==> config.mk <==
export PLATFORM = sky130hd
export DESIGN_NAME = ssc_device_flat
export DESIGN_NICKNAME = d
export VERILOG_FILES = /design/src/verilog/ssc_pkg.sv /design/src/verilog/ssc_link_if.sv /design/src/verilog/ssc_device.sv /design/src/flat_wrapper.sv
export SDC_FILE = /design/constraint.sdc
export NUM_CORES = 1
export LEC_CHECK = 0
export BUFFER_PORTS_ARGS = -buffer_cell sky130_fd_sc_hd__buf_2
export CORE_MARGIN = 4
export CORE_UTILIZATION = 62
export DETAILED_ROUTE_END_ITERATION = 16
export PLACE_DENSITY = 0.8
export SETUP_SLACK_MARGIN = 0.3
export SYNTH_ARGS = -nofsm -noshare
export SYNTH_HDL_FRONTEND = slang
export SYNTH_SLANG_ARGS = --single-unit
==> constraint.sdc <==
create_clock -name clock -period 6.8 [get_ports clock]
set_input_delay 1.36 -clock clock [delete_from_list [all_inputs] [get_ports clock]]
set_output_delay 1.36 -clock clock [all_outputs]
set_load 0.01 [all_outputs]
==> src/verilog/ssc_pkg.sv <==
// Shared constants and types for the synthesizer serial control pair.
package ssc_pkg;
  // Serial word and field widths.
  localparam int WORD_W = 20;
  localparam int R_W = 15;
  localparam int A_W = 7;
  localparam int B_W = 11;
  localparam int MODE_W = 16;
  // Address code formed as {position 1, position 0} of the shifted word.
  localparam logic [1:0] ADDR_REF = 2'h0;
  localparam logic [1:0] ADDR_MODE = 2'h1;
  localparam logic [1:0] ADDR_OSC = 2'h2;
  localparam logic [1:0] ADDR_NONE = 2'h3;
  // Field positions in the shift register, bit 0 is the last bit shifted.
  localparam int R_LSB = 2;
  localparam int A_LSB = 2;
  localparam int B_LSB = 9;
  localparam int MODE_LSB = 2;
  // Bit positions inside the stored mode word.
  localparam int MB_EN = 0;
  localparam int MB_PRESC = 2;
  localparam int MB_CP_LO = 3;
  localparam int MB_SIGN0 = 5;
  localparam int MB_SIGN1 = 6;
  localparam int MB_LD0 = 7;
  localparam int MB_LD1 = 8;
  localparam int MB_LD2 = 13;
  localparam int MB_TEST0 = 14;
  localparam int MB_TEST1 = 15;
  // Prescaler low modulus for each select value.
  localparam logic [6:0] PRESC_LOW = 7'h20;
  localparam logic [6:0] PRESC_HIGH = 7'h40;
  // Reset values of the stored words.
  localparam logic [R_W-1:0] RESET_REF = 15'h0000;
  localparam logic [A_W-1:0] RESET_SWALLOW = 7'h00;
  localparam logic [B_W-1:0] RESET_MAIN = 11'h000;
  localparam logic [MODE_W-1:0] RESET_MODE = 16'h0000;
  // Lock is declared when the phase error pulse lasts at most this many cycles.
  localparam logic [7:0] LOCK_WINDOW_CYC = 8'h04;
  // Host timing: system clock and serial clock half period.
  localparam int CLK_NS = 10;
  localparam int SCLK_HALF_NS = 60;
  localparam int SCLK_HALF_CYC = (SCLK_HALF_NS + CLK_NS - 1) / CLK_NS;
  // Host register map.
  localparam logic [3:0] HREG_WORD = 4'h0;
  localparam logic [3:0] HREG_STATUS = 4'h4;
  localparam logic [3:0] HREG_PINS = 4'h8;
  // Decoded power state of the device.
  typedef enum logic [2:0] {
    PWR_DISABLED,
    PWR_DOWN,
    PWR_RECEIVE,
    PWR_TRANSMIT,
    PWR_STANDBY
  } ssc_power_type;
endpackage : ssc_pkg
==> src/verilog/ssc_link_if.sv <==
// Three-wire serial link and power pins between host and device.
`timescale 1ns/1ps
interface ssc_link_if;
  logic sclk;
  logic sdata;
  logic load_strobe;
  logic power_enable_pin_a;
  logic power_enable_pin_b;
  logic lock_output_pin;
  modport device (
    input sclk,
    input sdata,
    input load_strobe,
    input power_enable_pin_a,
    input power_enable_pin_b,
    output lock_output_pin
  );
  modport host (
    output sclk,
    output sdata,
    output load_strobe,
    output power_enable_pin_a,
    output power_enable_pin_b,
    input lock_output_pin
  );
endinterface : ssc_link_if

==> src/verilog/ssc_device.sv <==
// Device end: serial loader, power decode, dividers and pump control.
//
// What this block does
// - Sample data on serial clock rise, MSB first.
// - Shift bits only while load strobe low.
// - Strobe rise loads word into addressed register.
// - Keep all programmed values across power-down.
// - Pins low, enable set: power-down, port alive.
// - Enable set: pins select receive, transmit, standby.
// - Enable clear disables synthesizer regardless of pins.
// - Synth enable is bit AND pin OR.
// - Address 00 loads 15-bit reference divide value.
// - Address 10 loads swallow and main counts.
// - Address 01 loads mode fields; gaps stored as sent.
// - Divide reference input by reference value.
// - Divide oscillator by prescaler times main plus swallow.
// - Mode bit zero is the synthesizer enable.
// - Prescaler select picks 32/33 or 64/65.
// - Two-bit field selects pump current step.
// - Polarity code picks when pump sources current.
// - Lock pin select routes one of five sources.
// - Test field forces source, sink or high impedance.
// - Host keeps reference value within 3..32767.
// - Host keeps main count within 3..2047.
//
// Implementation choices: the address map and the plain strobed port.
`timescale 1ns/1ps
module ssc_device (
  input wire logic clock,
  input wire logic rst,
  ssc_link_if.device link,
  input wire logic ref_in,
  input wire logic lo_in,
  output logic synth_enable,
  output logic lo_buffer_enable,
  output ssc_pkg::ssc_power_type power_state,
  output logic pump_source,
  output logic pump_sink,
  output logic pump_hiz,
  output logic [1:0] pump_current,
  output logic [6:0] prescaler_modulus
);
  import ssc_pkg::*;

  // Positions of the sampled inputs in the synchroniser vectors.
  localparam int IN_W = 7;
  localparam int I_SCK = 0;
  localparam int I_DAT = 1;
  localparam int I_LE = 2;
  localparam int I_PA = 3;
  localparam int I_PB = 4;
  localparam int I_REF = 5;
  localparam int I_LO = 6;
  localparam logic [IN_W-1:0] SYNC_IDLE = 7'h04; // Strobe idles high; no false load.

  typedef struct packed {
    logic [IN_W-1:0] sync1;
    logic [IN_W-1:0] sync2;
    logic [IN_W-1:0] prev;
    logic [WORD_W-1:0] shift;
    logic [R_W-1:0] ref_div;
    logic [A_W-1:0] swallow;
    logic [B_W-1:0] main;
    logic [MODE_W-1:0] mode;
    logic [R_W-1:0] ref_cnt;
    logic ref_wave;
    logic [6:0] pre_cnt;
    logic [A_W-1:0] swl_cnt;
    logic [B_W-1:0] main_cnt;
    logic lo_wave;
    logic up;
    logic dn;
    logic [7:0] err_cnt;
    logic locked;
    logic synth_en;
    logic lo_buf_en;
    ssc_power_type pwr;
    logic src;
    logic snk;
    logic hiz;
    logic [1:0] cur;
    logic [6:0] presc;
    logic lock_pin;
  } ssc_dev_state_type;

  ssc_dev_state_type cur_ff;
  ssc_dev_state_type nxt_st;
  // Low modulus of the dual-modulus prescaler for a select bit.
  function automatic logic [6:0] low_modulus(input logic sel);
    low_modulus = sel ? PRESC_HIGH : PRESC_LOW;
  endfunction : low_modulus
  // Next state of the whole device.
  always_comb begin
    logic [IN_W-1:0] rise;
    logic [1:0] addr;
    logic ref_pulse;
    logic lo_pulse;
    logic [6:0] modulus;
    logic pump_pos;
    logic pump_neg;
    rise = '0;
    addr = '0;
    ref_pulse = 1'b0;
    lo_pulse = 1'b0;
    modulus = '0;
    pump_pos = 1'b0;
    pump_neg = 1'b0;
    nxt_st = cur_ff;
    // Two flip-flops before any logic reads a pin.
    nxt_st.sync1 = {lo_in, ref_in, link.power_enable_pin_b, link.power_enable_pin_a,
                    link.load_strobe, link.sdata, link.sclk};
    nxt_st.sync2 = cur_ff.sync1;
    nxt_st.prev = cur_ff.sync2;
    rise = cur_ff.sync2 & ~cur_ff.prev;
    // shift on rise, MSB first; only while strobe low.
    if (rise[I_SCK] && !cur_ff.sync2[I_LE]) begin
      nxt_st.shift = {cur_ff.shift[WORD_W-2:0], cur_ff.sync2[I_DAT]};
    end
    // address from last two bits; load on strobe rise.
    addr = {cur_ff.shift[1], cur_ff.shift[0]};
    if (rise[I_LE]) begin
      unique case (addr)
        ADDR_REF: nxt_st.ref_div = cur_ff.shift[R_LSB +: R_W];
        ADDR_OSC: begin
          nxt_st.swallow = cur_ff.shift[A_LSB +: A_W];
          nxt_st.main = cur_ff.shift[B_LSB +: B_W];
        end
        // mode fields, reserved bits stored as sent.
        ADDR_MODE: nxt_st.mode = cur_ff.shift[MODE_LSB +: MODE_W];
        // undefined address leaves every register alone.
        ADDR_NONE: nxt_st.mode = cur_ff.mode;
      endcase
    end
    // synth enable is bit AND pin OR; buffers follow pins.
    // mode bit zero is the enable.
    nxt_st.lo_buf_en = cur_ff.sync2[I_PA] | cur_ff.sync2[I_PB];
    nxt_st.synth_en = cur_ff.mode[MB_EN] & (cur_ff.sync2[I_PA] | cur_ff.sync2[I_PB]);
    // power state decode from enable bit and pins.
    if (!cur_ff.mode[MB_EN]) begin
      nxt_st.pwr = PWR_DISABLED;
    end else begin
      unique case ({cur_ff.sync2[I_PA], cur_ff.sync2[I_PB]})
        2'b00: nxt_st.pwr = PWR_DOWN;
        2'b11: nxt_st.pwr = PWR_RECEIVE;
        2'b10: nxt_st.pwr = PWR_TRANSMIT;
        2'b01: nxt_st.pwr = PWR_STANDBY;
      endcase
    end
    // prescaler select; one extra count while swallowing.
    modulus = low_modulus(cur_ff.mode[MB_PRESC]);
    if (cur_ff.swl_cnt != '0) begin
      modulus = modulus + 7'h01;
    end
    nxt_st.presc = low_modulus(cur_ff.mode[MB_PRESC]);
    if (!cur_ff.synth_en) begin
      // dividers idle but programmed words are kept.
      nxt_st.ref_cnt = '0;
      nxt_st.ref_wave = 1'b0;
      nxt_st.pre_cnt = '0;
      nxt_st.swl_cnt = cur_ff.swallow;
      nxt_st.main_cnt = cur_ff.main;
      nxt_st.lo_wave = 1'b0;
      nxt_st.up = 1'b0;
      nxt_st.dn = 1'b0;
      nxt_st.err_cnt = '0;
      nxt_st.locked = 1'b0;
    end else begin
      // reference divider, one pulse every ref_div input edges.
      // a value below three gives a meaningless ratio.
      if (rise[I_REF]) begin
        if (cur_ff.ref_cnt + 15'h0001 >= cur_ff.ref_div) begin
          nxt_st.ref_cnt = '0;
          ref_pulse = 1'b1;
        end else begin
          nxt_st.ref_cnt = cur_ff.ref_cnt + 15'h0001;
        end
        nxt_st.ref_wave = ref_pulse;
      end
      // swallow and main counters around the prescaler.
      // main count must stay at least three and above swallow.
      if (rise[I_LO]) begin
        if (cur_ff.pre_cnt + 7'h01 >= modulus) begin
          nxt_st.pre_cnt = '0;
          if (cur_ff.swl_cnt != '0) begin
            nxt_st.swl_cnt = cur_ff.swl_cnt - 7'h01;
          end
          if (cur_ff.main_cnt <= 11'h001) begin
            nxt_st.main_cnt = cur_ff.main;
            nxt_st.swl_cnt = cur_ff.swallow;
            lo_pulse = 1'b1;
          end else begin
            nxt_st.main_cnt = cur_ff.main_cnt - 11'h001;
          end
        end else begin
          nxt_st.pre_cnt = cur_ff.pre_cnt + 7'h01;
        end
        nxt_st.lo_wave = lo_pulse;
      end
      // Phase detector: reference first means the oscillator is slow.
      nxt_st.up = cur_ff.up | ref_pulse;
      nxt_st.dn = cur_ff.dn | lo_pulse;
      if (cur_ff.up ^ cur_ff.dn) begin
        if (cur_ff.err_cnt != 8'hFF) begin
          nxt_st.err_cnt = cur_ff.err_cnt + 8'h01;
        end
      end
      if (nxt_st.up && nxt_st.dn) begin
        nxt_st.up = 1'b0;
        nxt_st.dn = 1'b0;
        nxt_st.locked = (cur_ff.err_cnt <= LOCK_WINDOW_CYC);
        nxt_st.err_cnt = '0;
      end
    end
    // polarity picks which detector output sources current.
    pump_pos = cur_ff.mode[MB_SIGN0] ? cur_ff.dn : cur_ff.up;
    pump_neg = cur_ff.mode[MB_SIGN0] ? cur_ff.up : cur_ff.dn;
    // current step code, upper bit first.
    nxt_st.cur = cur_ff.mode[MB_CP_LO +: 2];
    nxt_st.src = 1'b0;
    nxt_st.snk = 1'b0;
    nxt_st.hiz = 1'b0;
    if (!cur_ff.synth_en) begin
      nxt_st.hiz = 1'b1;
    end else begin
      unique case ({cur_ff.mode[MB_TEST1], cur_ff.mode[MB_TEST0]})
        2'b00: begin
          nxt_st.src = pump_pos;
          nxt_st.snk = pump_neg;
        end
        2'b01: nxt_st.src = 1'b1;
        2'b10: nxt_st.snk = 1'b1;
        2'b11: nxt_st.hiz = 1'b1;
      endcase
    end
    unique case ({cur_ff.mode[MB_LD2], cur_ff.mode[MB_LD1]})
      2'b00: nxt_st.lock_pin = cur_ff.locked;
      2'b01: nxt_st.lock_pin = 1'b0;
      2'b10: nxt_st.lock_pin = cur_ff.shift[WORD_W-1];
      2'b11: nxt_st.lock_pin = cur_ff.mode[MB_LD0] ? cur_ff.lo_wave : cur_ff.ref_wave;
    endcase
  end

  // State register; only reset clears the programmed words.
  always_ff @(posedge clock or posedge rst) begin
    if (rst) begin
      cur_ff <= '{sync1: SYNC_IDLE, sync2: SYNC_IDLE, prev: SYNC_IDLE, shift: '0,
                  ref_div: RESET_REF, swallow: RESET_SWALLOW, main: RESET_MAIN,
                  mode: RESET_MODE, ref_cnt: '0, ref_wave: 1'b0, pre_cnt: '0,
                  swl_cnt: '0, main_cnt: '0, lo_wave: 1'b0, up: 1'b0, dn: 1'b0,
                  err_cnt: '0, locked: 1'b0, synth_en: 1'b0, lo_buf_en: 1'b0,
                  pwr: PWR_DISABLED, src: 1'b0, snk: 1'b0, hiz: 1'b1, cur: '0,
                  presc: PRESC_LOW, lock_pin: 1'b0};
    end else begin
      cur_ff <= nxt_st;
    end
  end

  // Outputs come straight from the state register.
  assign synth_enable = cur_ff.synth_en;
  assign lo_buffer_enable = cur_ff.lo_buf_en;
  assign power_state = cur_ff.pwr;
  assign pump_source = cur_ff.src;
  assign pump_sink = cur_ff.snk;
  assign pump_hiz = cur_ff.hiz;
  assign pump_current = cur_ff.cur;
  assign prescaler_modulus = cur_ff.presc;
  assign link.lock_output_pin = cur_ff.lock_pin;
endmodule : ssc_device

==> src/flat_wrapper.sv <==
// flat-port wrapper written by rule: the top's interface ports become plain ports
module ssc_device_flat import ssc_pkg::*;
  (clock, rst, ref_in, lo_in, synth_enable, lo_buffer_enable, power_state, pump_source, pump_sink, pump_hiz, pump_current, prescaler_modulus, link_sclk, link_sdata, link_load_strobe, link_power_enable_pin_a, link_power_enable_pin_b, link_lock_output_pin);
  ssc_link_if link_i ();
  input wire logic clock;
  input wire logic rst;
  input wire logic ref_in;
  input wire logic lo_in;
  output logic synth_enable;
  output logic lo_buffer_enable;
  output ssc_pkg::ssc_power_type power_state;
  output logic pump_source;
  output logic pump_sink;
  output logic pump_hiz;
  output logic [1:0] pump_current;
  output logic [6:0] prescaler_modulus;
  input wire logic [$bits(link_i.sclk)-1:0] link_sclk;
  input wire logic [$bits(link_i.sdata)-1:0] link_sdata;
  input wire logic [$bits(link_i.load_strobe)-1:0] link_load_strobe;
  input wire logic [$bits(link_i.power_enable_pin_a)-1:0] link_power_enable_pin_a;
  input wire logic [$bits(link_i.power_enable_pin_b)-1:0] link_power_enable_pin_b;
  output wire logic [$bits(link_i.lock_output_pin)-1:0] link_lock_output_pin;
  assign link_i.sclk = link_sclk;
  assign link_i.sdata = link_sdata;
  assign link_i.load_strobe = link_load_strobe;
  assign link_i.power_enable_pin_a = link_power_enable_pin_a;
  assign link_i.power_enable_pin_b = link_power_enable_pin_b;
  assign link_lock_output_pin = link_i.lock_output_pin;
  ssc_device u_core (.clock(clock), .rst(rst), .link(link_i), .ref_in(ref_in), .lo_in(lo_in), .synth_enable(synth_enable), .lo_buffer_enable(lo_buffer_enable), .power_state(power_state), .pump_source(pump_source), .pump_sink(pump_sink), .pump_hiz(pump_hiz), .pump_current(pump_current), .prescaler_modulus(prescaler_modulus));
endmodule
==> impl_metrics.yaml, run 1 <==
layout:
  design_area_sq_um: 7720
  layout-drive-gt1-share_pct: 19.5
  n_antenna_cell: 0
  layout_commonest_cell: "dfrtp_1"
  area_growth_pct: 11.7
  final_cell_mix: "dfrtp_1 (142), nand2_1 (66), o21ai_0 (59), mux2_2 (49), inv_1 (36)"
  instances_no_fill: 808
  final_nets: 689
power:
  pwr-share-seq_pct: 41.4
  power_mw: 2.77
  clockPowerShare_pct: 34.4
  p_sw_share_pct: 31.5
  irDropWorstVdd_uv: 200
  power.leakage_nw: 3.65
  p_int_mw: 1.90
  powerDensity_nw_per_um2: 359
  p_comb_share_pct: 24.2
  switchingPower_uw: 871
sta:
  final.min_clock_period_ns: 4.40
  period_share_pct: 64.7
  relSlewSlack_pct: 21.5
  clock_skew_ns: 0.00644
  fmax_ghz: 0.227
  hold_violations: 0
  rsz0062_at_grt: "no"
  report.final.slew_viol_count: 0
  setup_viol: 0
  setup_tns_ns: 0
  whs_ns: 0.346
  tightestPinTransition_ns: 1.18
placed_design:
  dpl_cell_area_sq_um: 7100
  dp_cells: 776
  portBuffers: 21
  dp_hpwl_mm: 9.17
  routabilityCongestion: 0.844
clock_network:
  hold_buffers: 0
  clock_path_buffers: 2
  postCtsSetupRepairBufs: 0
  postCtsResizedCells: 0
  clock-root-buffer: "clkbuf_8"
  clk_pin_slew_ns: 0.06
  worstSkewPairLatency_ns: 0.53
  cts_tree: "done"
  cts_made_buffers: 17
  cts_sinks: 147
  h-tree-depth: 4
worst_hold_path:
  hold_path_class: "reg -> reg"
  hp-start: "u_core.cur_ff[154]$_DFF_PP0_"
  min_path_cells: 0
  worstHoldEndpoint: "u_core.cur_ff[147]$_DFF_PP0_"
floorplanning:
  start_util_pct: 63.5
  core_region_area_sq_um: 10900
  dieArea_sq_um: 12900
  die-width_um: 114
  fp-row-count: 38
  num_io_pins: 27
  die_height_um: 114
setup_path:
  critPathRequiredTime_ns: 7.19
  critPathSlowestCell: "a31oi_1"
  r2r_slack_ns: 2.40
  crit_path_max_fanout: 11
  path_cells: "ha_1 > and3_1 > and3_1 > and3_1 > and3_1 > xnor2_1 > inv_1 > ha_1 > nand4_2 > nor4_2 > a2111oi_2 > nand2_1 > a31oi_1 > nand4b_1 > o22ai_1"
  criticalPathCategory: "reg -> reg"
  reg2reg_to: "u_core.cur_ff[20]$_DFFE_PP0P_"
  crit_family: "simple AND/OR/NAND/NOR gates"
  ff2ff_path_depth: 15
  critPathLaunchType: "flop"
  slowest_delay_ns: 0.72
  worstPathArrival_ns: 4.79
  cpMostUsedCell: "and3_1"
  endpoint_kind: "flop"
  r2r_start: "u_core.cur_ff[56]$_DFFE_PP0P_"
  critPathBufInv: 1
detailed_routing:
  first_iter_violations: 553
  routedWlPerCell_um: 16.9
  post_drt_via_cell_ratio: 6.07
  drtPass1Iterations: 8
  routed_wl_mm: 13.7
  vias: 4908
  drcViolationCount: 0
  ant_nets: 0
global_route:
  antenna_found_initial: 0
  grt_overflow: 0
  grt_start_max_net_pins: 102
  track_usage_pct: 22.8
  grt_pass1_vias: 4827
  grt_pass1_wl_mm: 23.3
logic_synthesis:
  seq_area_frac_synth_pct: 53.3
  yosysWarnings: 0
  synth_ff_type: "dfrtp_1"
  synthArstFlopShare_pct: 100
  synthCells: 641
  synth_compound_area_share_pct: 13.1
  synth_top_family_by_area: "simple AND/OR/NAND/NOR gates"
  synth.area.top_cells: "dfrtp_1 (51%), mux2_2 (8.0%), ha_1 (4.5%)"
  synth_mux_area_share_pct: 8.42
  synth_edf_count: 0
  yosysUniqueCellTypes: 65
  synthAdderAreaFrac_pct: 4.53
  yosys.area.top_type_share_pct: 51.4
  synth-seq-cells: 147
  yosys.area.top_type: "dfrtp_1"
  synth_xor_area_share_pct: 1.90
  synth-simple-area-share_pct: 14.0
  syn-cell-area_sq_um: 6910
  syn_area_per_cell_sq_um: 10.8
outcome:
  outcome: "finished clean"
job:
  drv_cap: 0
## state kept, by name (all words and copies together) (netlist names), 2 cells and up
name and flops:
u_core.cur_ff 134, u_core.power_state 3, u_core.prescaler_modulus 2, u_core.pump_current 2
## per-layer routing
layer	track usage, %	part of all wire, %	vias to the layer above
met1	30.1	43	2428
met4	8.89	2.0	0
li1	-	-	2291
met2	36.6	50	160
met3	5.94	5.0	29
met5	0	0	-
## final cells by class
cell class              instances  area, sq um
clock buffers                  24          490
repair buffers                 27          150
inverters                      37          144
well taps                     140          175
clock inverters                 8          123
fillers                       760         3170
flip-flops and latches        147         3680
multi-input cells             425         2950
## through the flow
step / util (%) / setup slack, ns
after CTS: 70.9 / 2.47
final: 70.9 / 2.40
after detailed placement: 65.2 / 2.51
after global routing: 70.9 / 1.96
after floorplan: - / 1.50
after global placement: 65.2 / 2.82
## cell families after synthesis
kind of cell,after synthesis
adders and majority gates,25
buffers and inverters,73
and+or+nand+nor,184
other,1
xor gates and xnor gates,15
AOI/OAI and AO/OA,144
DFF,147
muxes,52
## power groups by stage
stage	logic [mW]	registers [mW]	clock network (mW)
finish	0.669	1.15	0.954
global route	0.754	1.16	1.01
CTS	0.664	1.14	0.966
detailed placement	0.653	1.15	0
global placement	0.620	1.15	0
floorplan	0.535	1.12	0
## worst max-delay path by stage
stage,startpoint,slack (ns),depth (start not counted),to
floorplan,rst,1.50,1,u_core.cur_ff[100]$_DFFE_PP0P_
global placement,u_core.cur_ff[56]$_DFFE_PP0P_,2.82,15,u_core.cur_ff[67]$_DFFE_PP0P_
detailed placement,u_core.cur_ff[56]$_DFFE_PP0P_,2.51,15,u_core.cur_ff[20]$_DFFE_PP0P_
CTS,u_core.cur_ff[56]$_DFFE_PP0P_,2.47,15,u_core.cur_ff[20]$_DFFE_PP0P_
global route,u_core.cur_ff[56]$_DFFE_PP0P_,1.96,15,u_core.cur_ff[61]$_DFFE_PP0P_
finish,u_core.cur_ff[56]$_DFFE_PP0P_,2.40,15,u_core.cur_ff[20]$_DFFE_PP0P_
## Yosys cell counts (all sizes together), types with 2 or more instances
library cell and number:
nand2b 14, dfstp 5, o21a 3, xnor2 7
or4 5, nor4 3, nand4 7, xor2 8
dfrtp 142, nand3b 2, or2 3, ha 25
o211a 4, nor2 19, and3 12, a22o 8
o2bb2ai 2, nor3 10, mux2i 3, a22oi 4
inv 37, a211oi 6, nor2b 4, o31ai 4
nand2 66, nor3b 3, a21oi 26, nor4bb 2
o21bai 2, clkbuf 21, o21ai 61, nor4b 3
buf 15, o22ai 5, and2 5, nand3 20
mux2 49, a31oi 8
No activity file was read; power rests on OpenSTA's default activity.
==> run 2: changes to the inputs <==
ABC_AREA = 1   (was unset)
clock period = 4.3 ns   (was 6.8 ns; I/O delays follow)
==> run 2 against run 1 <==
Worst setup slack got worse by 1.4 ns; utilization down 0.21 points; synthesized cell count increased by 21%; sequential power rose by 48%; non-clock buffer count decreased by 2; area after synthesis increased by 1.8%; worst hold slack gained 0.0044 ns; critical path type unchanged; largest cell class unchanged; highest routed layer unchanged.
==> impl_metrics.yaml, run 2 <==
outcome:
  outcome: "finished clean"
layout:
  multi_input_area_sq_um: 2720
  ff_latch_area_sq_um: 3680
  layout_commonest_cell: "nand2_1"
  fin_util_pct: 70.7
  final_cell_mix: "nand2_1 (152), dfrtp_1 (142), inv_1 (103), o21ai_0 (83), nor2_1 (60)"
  n_antenna_cell: 0
  area_growth_pct: 10.3
  final_nets: 822
  largest_register_ffs: 134
  layout-drive-gt1-share_pct: 11.4
  nFillCells: 790
  top_register: "u_core.cur_ff"
  instances_no_fill: 940
power:
  p_int_mw: 2.91
  power.leakage_nw: 3.79
  irDropWorstVdd_uv: 395
  p_comb_share_pct: 24.4
  pwr-share-seq_pct: 39.5
  power_mw: 4.30
  p_sw_share_pct: 32.2
  powerDensity_nw_per_um2: 553
  clockPowerShare_pct: 36.1
  switchingPower_mw: 1.38
job:
  drv_cap: 0
placed_design:
  portBuffers: 21
  dp_hpwl_mm: 9.58
  dp_cells: 909
  routabilityCongestion: 0.878
floorplanning:
  num_io_pins: 27
  die-width_um: 115
  core_region_area_sq_um: 11000
  start_util_pct: 64.1
  fp-row-count: 38
  die_height_um: 115
  dieArea_sq_um: 13100
global_route:
  track_usage_pct: 24.0
  grt_start_max_net_pins: 84
  grt_pass1_wl_mm: 25.0
  grt_overflow: 0
  grt_pass1_vias: 5412
  antenna_found_initial: 0
detailed_routing:
  vias: 5190
  drtPass1Iterations: 5
  first_iter_violations: 374
  routedWlPerCell_um: 15.0
  ant_nets: 0
  post_drt_via_cell_ratio: 5.52
  routed_wl_mm: 14.1
  drcViolationCount: 0
logic_synthesis:
  synthCells: 775
  yosys.area.top_type_share_pct: 50.5
  seq_area_frac_synth_pct: 52.4
  yosysWarnings: 0
  syn_area_per_cell_sq_um: 9.08
  synth_most_common_cell: "nand2_1"
  synth.area.top_cells: "dfrtp_1 (51%), nand2_1 (8.1%), o21ai_0 (5.9%)"
  synthTopCellsByCount: "nand2_1 (152), dfrtp_1 (142), inv_1 (104), o21ai_0 (83), nor2_1 (60)"
  synth-seq-cells: 147
  synthArstFlopShare_pct: 100
  syn-cell-area_sq_um: 7040
  yosysUniqueCellTypes: 49
  synth_ff_type: "dfrtp_1"
  synth_edf_count: 0
  yosys.area.top_type: "dfrtp_1"
sta:
  setup_tns_ns: 0
  tightestPinTransition_ns: 1.24
  relSlewSlack_pct: 17.1
  report.final.slew_viol_count: 0
  clock_skew_ns: 0.00691
  fmax_ghz: 0.306
  whs_ns: 0.351
  final.min_clock_period_ns: 3.27
  setup_viol: 0
  period_share_pct: 76.0
  rsz0062_at_grt: "no"
  hold_violations: 0
setup_path:
  criticalPathCategory: "reg -> reg"
  critPathRequiredTime_ns: 4.61
  r2r_slack_ns: 1.03
  crit_path_max_fanout: 12
  endpoint_kind: "flop"
  critPathLaunchType: "flop"
  worstPathArrival_ns: 3.58
clock_network:
  cts_tree: "done"
  h-tree-depth: 4
  hold_buffers: 0
  worstSkewPairLatency_ns: 0.42
  postCtsResizedCells: 0
  cts_made_buffers: 17
  clk_pin_slew_ns: 0.06
  postCtsSetupRepairBufs: 0
  clock-root-buffer: "clkbuf_16"
  clock_path_buffers: 2
  cts_sinks: 147
worst_hold_path:
  hold_path_class: "reg -> reg"
==> run 2: path summary, 6_finish.rpt <==
| check | from | to | depth (start not counted) |
|---|---|---|---|
| min in group asynchronous | rst | u_core.cur_ff[124]$_DFFE_PP0P_ | 2 |
| worst max register to register | u_core.cur_ff[56]$_DFFE_PP0P_ | u_core.cur_ff[69]$_DFFE_PP0P_ | 17 |
| worst max-delay path | u_core.cur_ff[56]$_DFFE_PP0P_ | u_core.cur_ff[69]$_DFFE_PP0P_ | 17 |
| worst min-delay path | u_core.cur_ff[155]$_DFF_PP0_ | u_core.cur_ff[148]$_DFF_PP0_ | 0 |
| worst min register to register | u_core.cur_ff[155]$_DFF_PP0_ | u_core.cur_ff[148]$_DFF_PP0_ | 0 |
| max in group asynchronous | rst | u_core.prescaler_modulus[5]$_DFF_PP1_ | 3 |
==> run 2: per-layer routing <==
metal | wire, um | global-route usage, % | share of wire (%)
met1 | 6050 | 29.8 | 43
met5 | 0 | 0 | 0
met3 | 617 | 5.55 | 4.4
met2 | 7110 | 40.9 | 50
met4 | 332 | 9.34 | 2.4
==> run 2: logic make-up (layout without fill, tap and decap cells) <==
family	count (synthesis)	count (layout)	share of synthesized area [%]
other cells	1	5	0.0533
buf+inv	143	164	9.14
xor+xnor	25	25	3.11
mux	5	5	0.729
simple gates	278	278	17.0
fa+ha+maj	25	25	4.45
compound gates	151	151	13.1
flops	147	147	52.4
==> run 2: power by group through the flow <==
stage                     logic (mW)  registers [mW]  clock network, mW
after detailed placement        1.04            1.71                  0
final                           1.05            1.70               1.55
after CTS                       1.05            1.69               1.57
after global routing            1.21            1.72               1.63
after global placement         0.978            1.71                  0
after floorplan                0.879            1.69                  0
==> run 2: layout make-up <==
class / instances / share of cell area, %
clock buffer: 23 / 6.03
clock inverter: 8 / 1.95
inverter: 108 / 5.30
multi-input combinational: 489 / 35.1
sequential: 147 / 47.5
tap: 140 / 2.26
timing repair buffer: 25 / 1.90
==> run 2: metrics by stage <==
stage,area [sq um],worst slack (ns)
6_report,7760,1.03
5_1_grt,7760,0.644
4_1_cts,7760,1.07
3_5_place_dp,7140,1.13
3_3_place_gp,7140,1.35
2_1_floorplan,7050,1.60
==> run 2: critical path, cell delays in order, from the launching register on <==
cell and delay (ns):
dfrtp_1 0.41, ha_1 0.22, nand3_1 0.19, nor2_1 0.23
nand3_1 0.13, nor2_1 0.13, xor2_1 0.10, ha_1 0.31
nand2_1 0.08, nor2_1 0.16, nand2_1 0.09, nor2_1 0.12
nor2_1 0.06, nand3_1 0.12, inv_1 0.05, nand3_1 0.34
inv_1 0.17, a22o_1 0.23
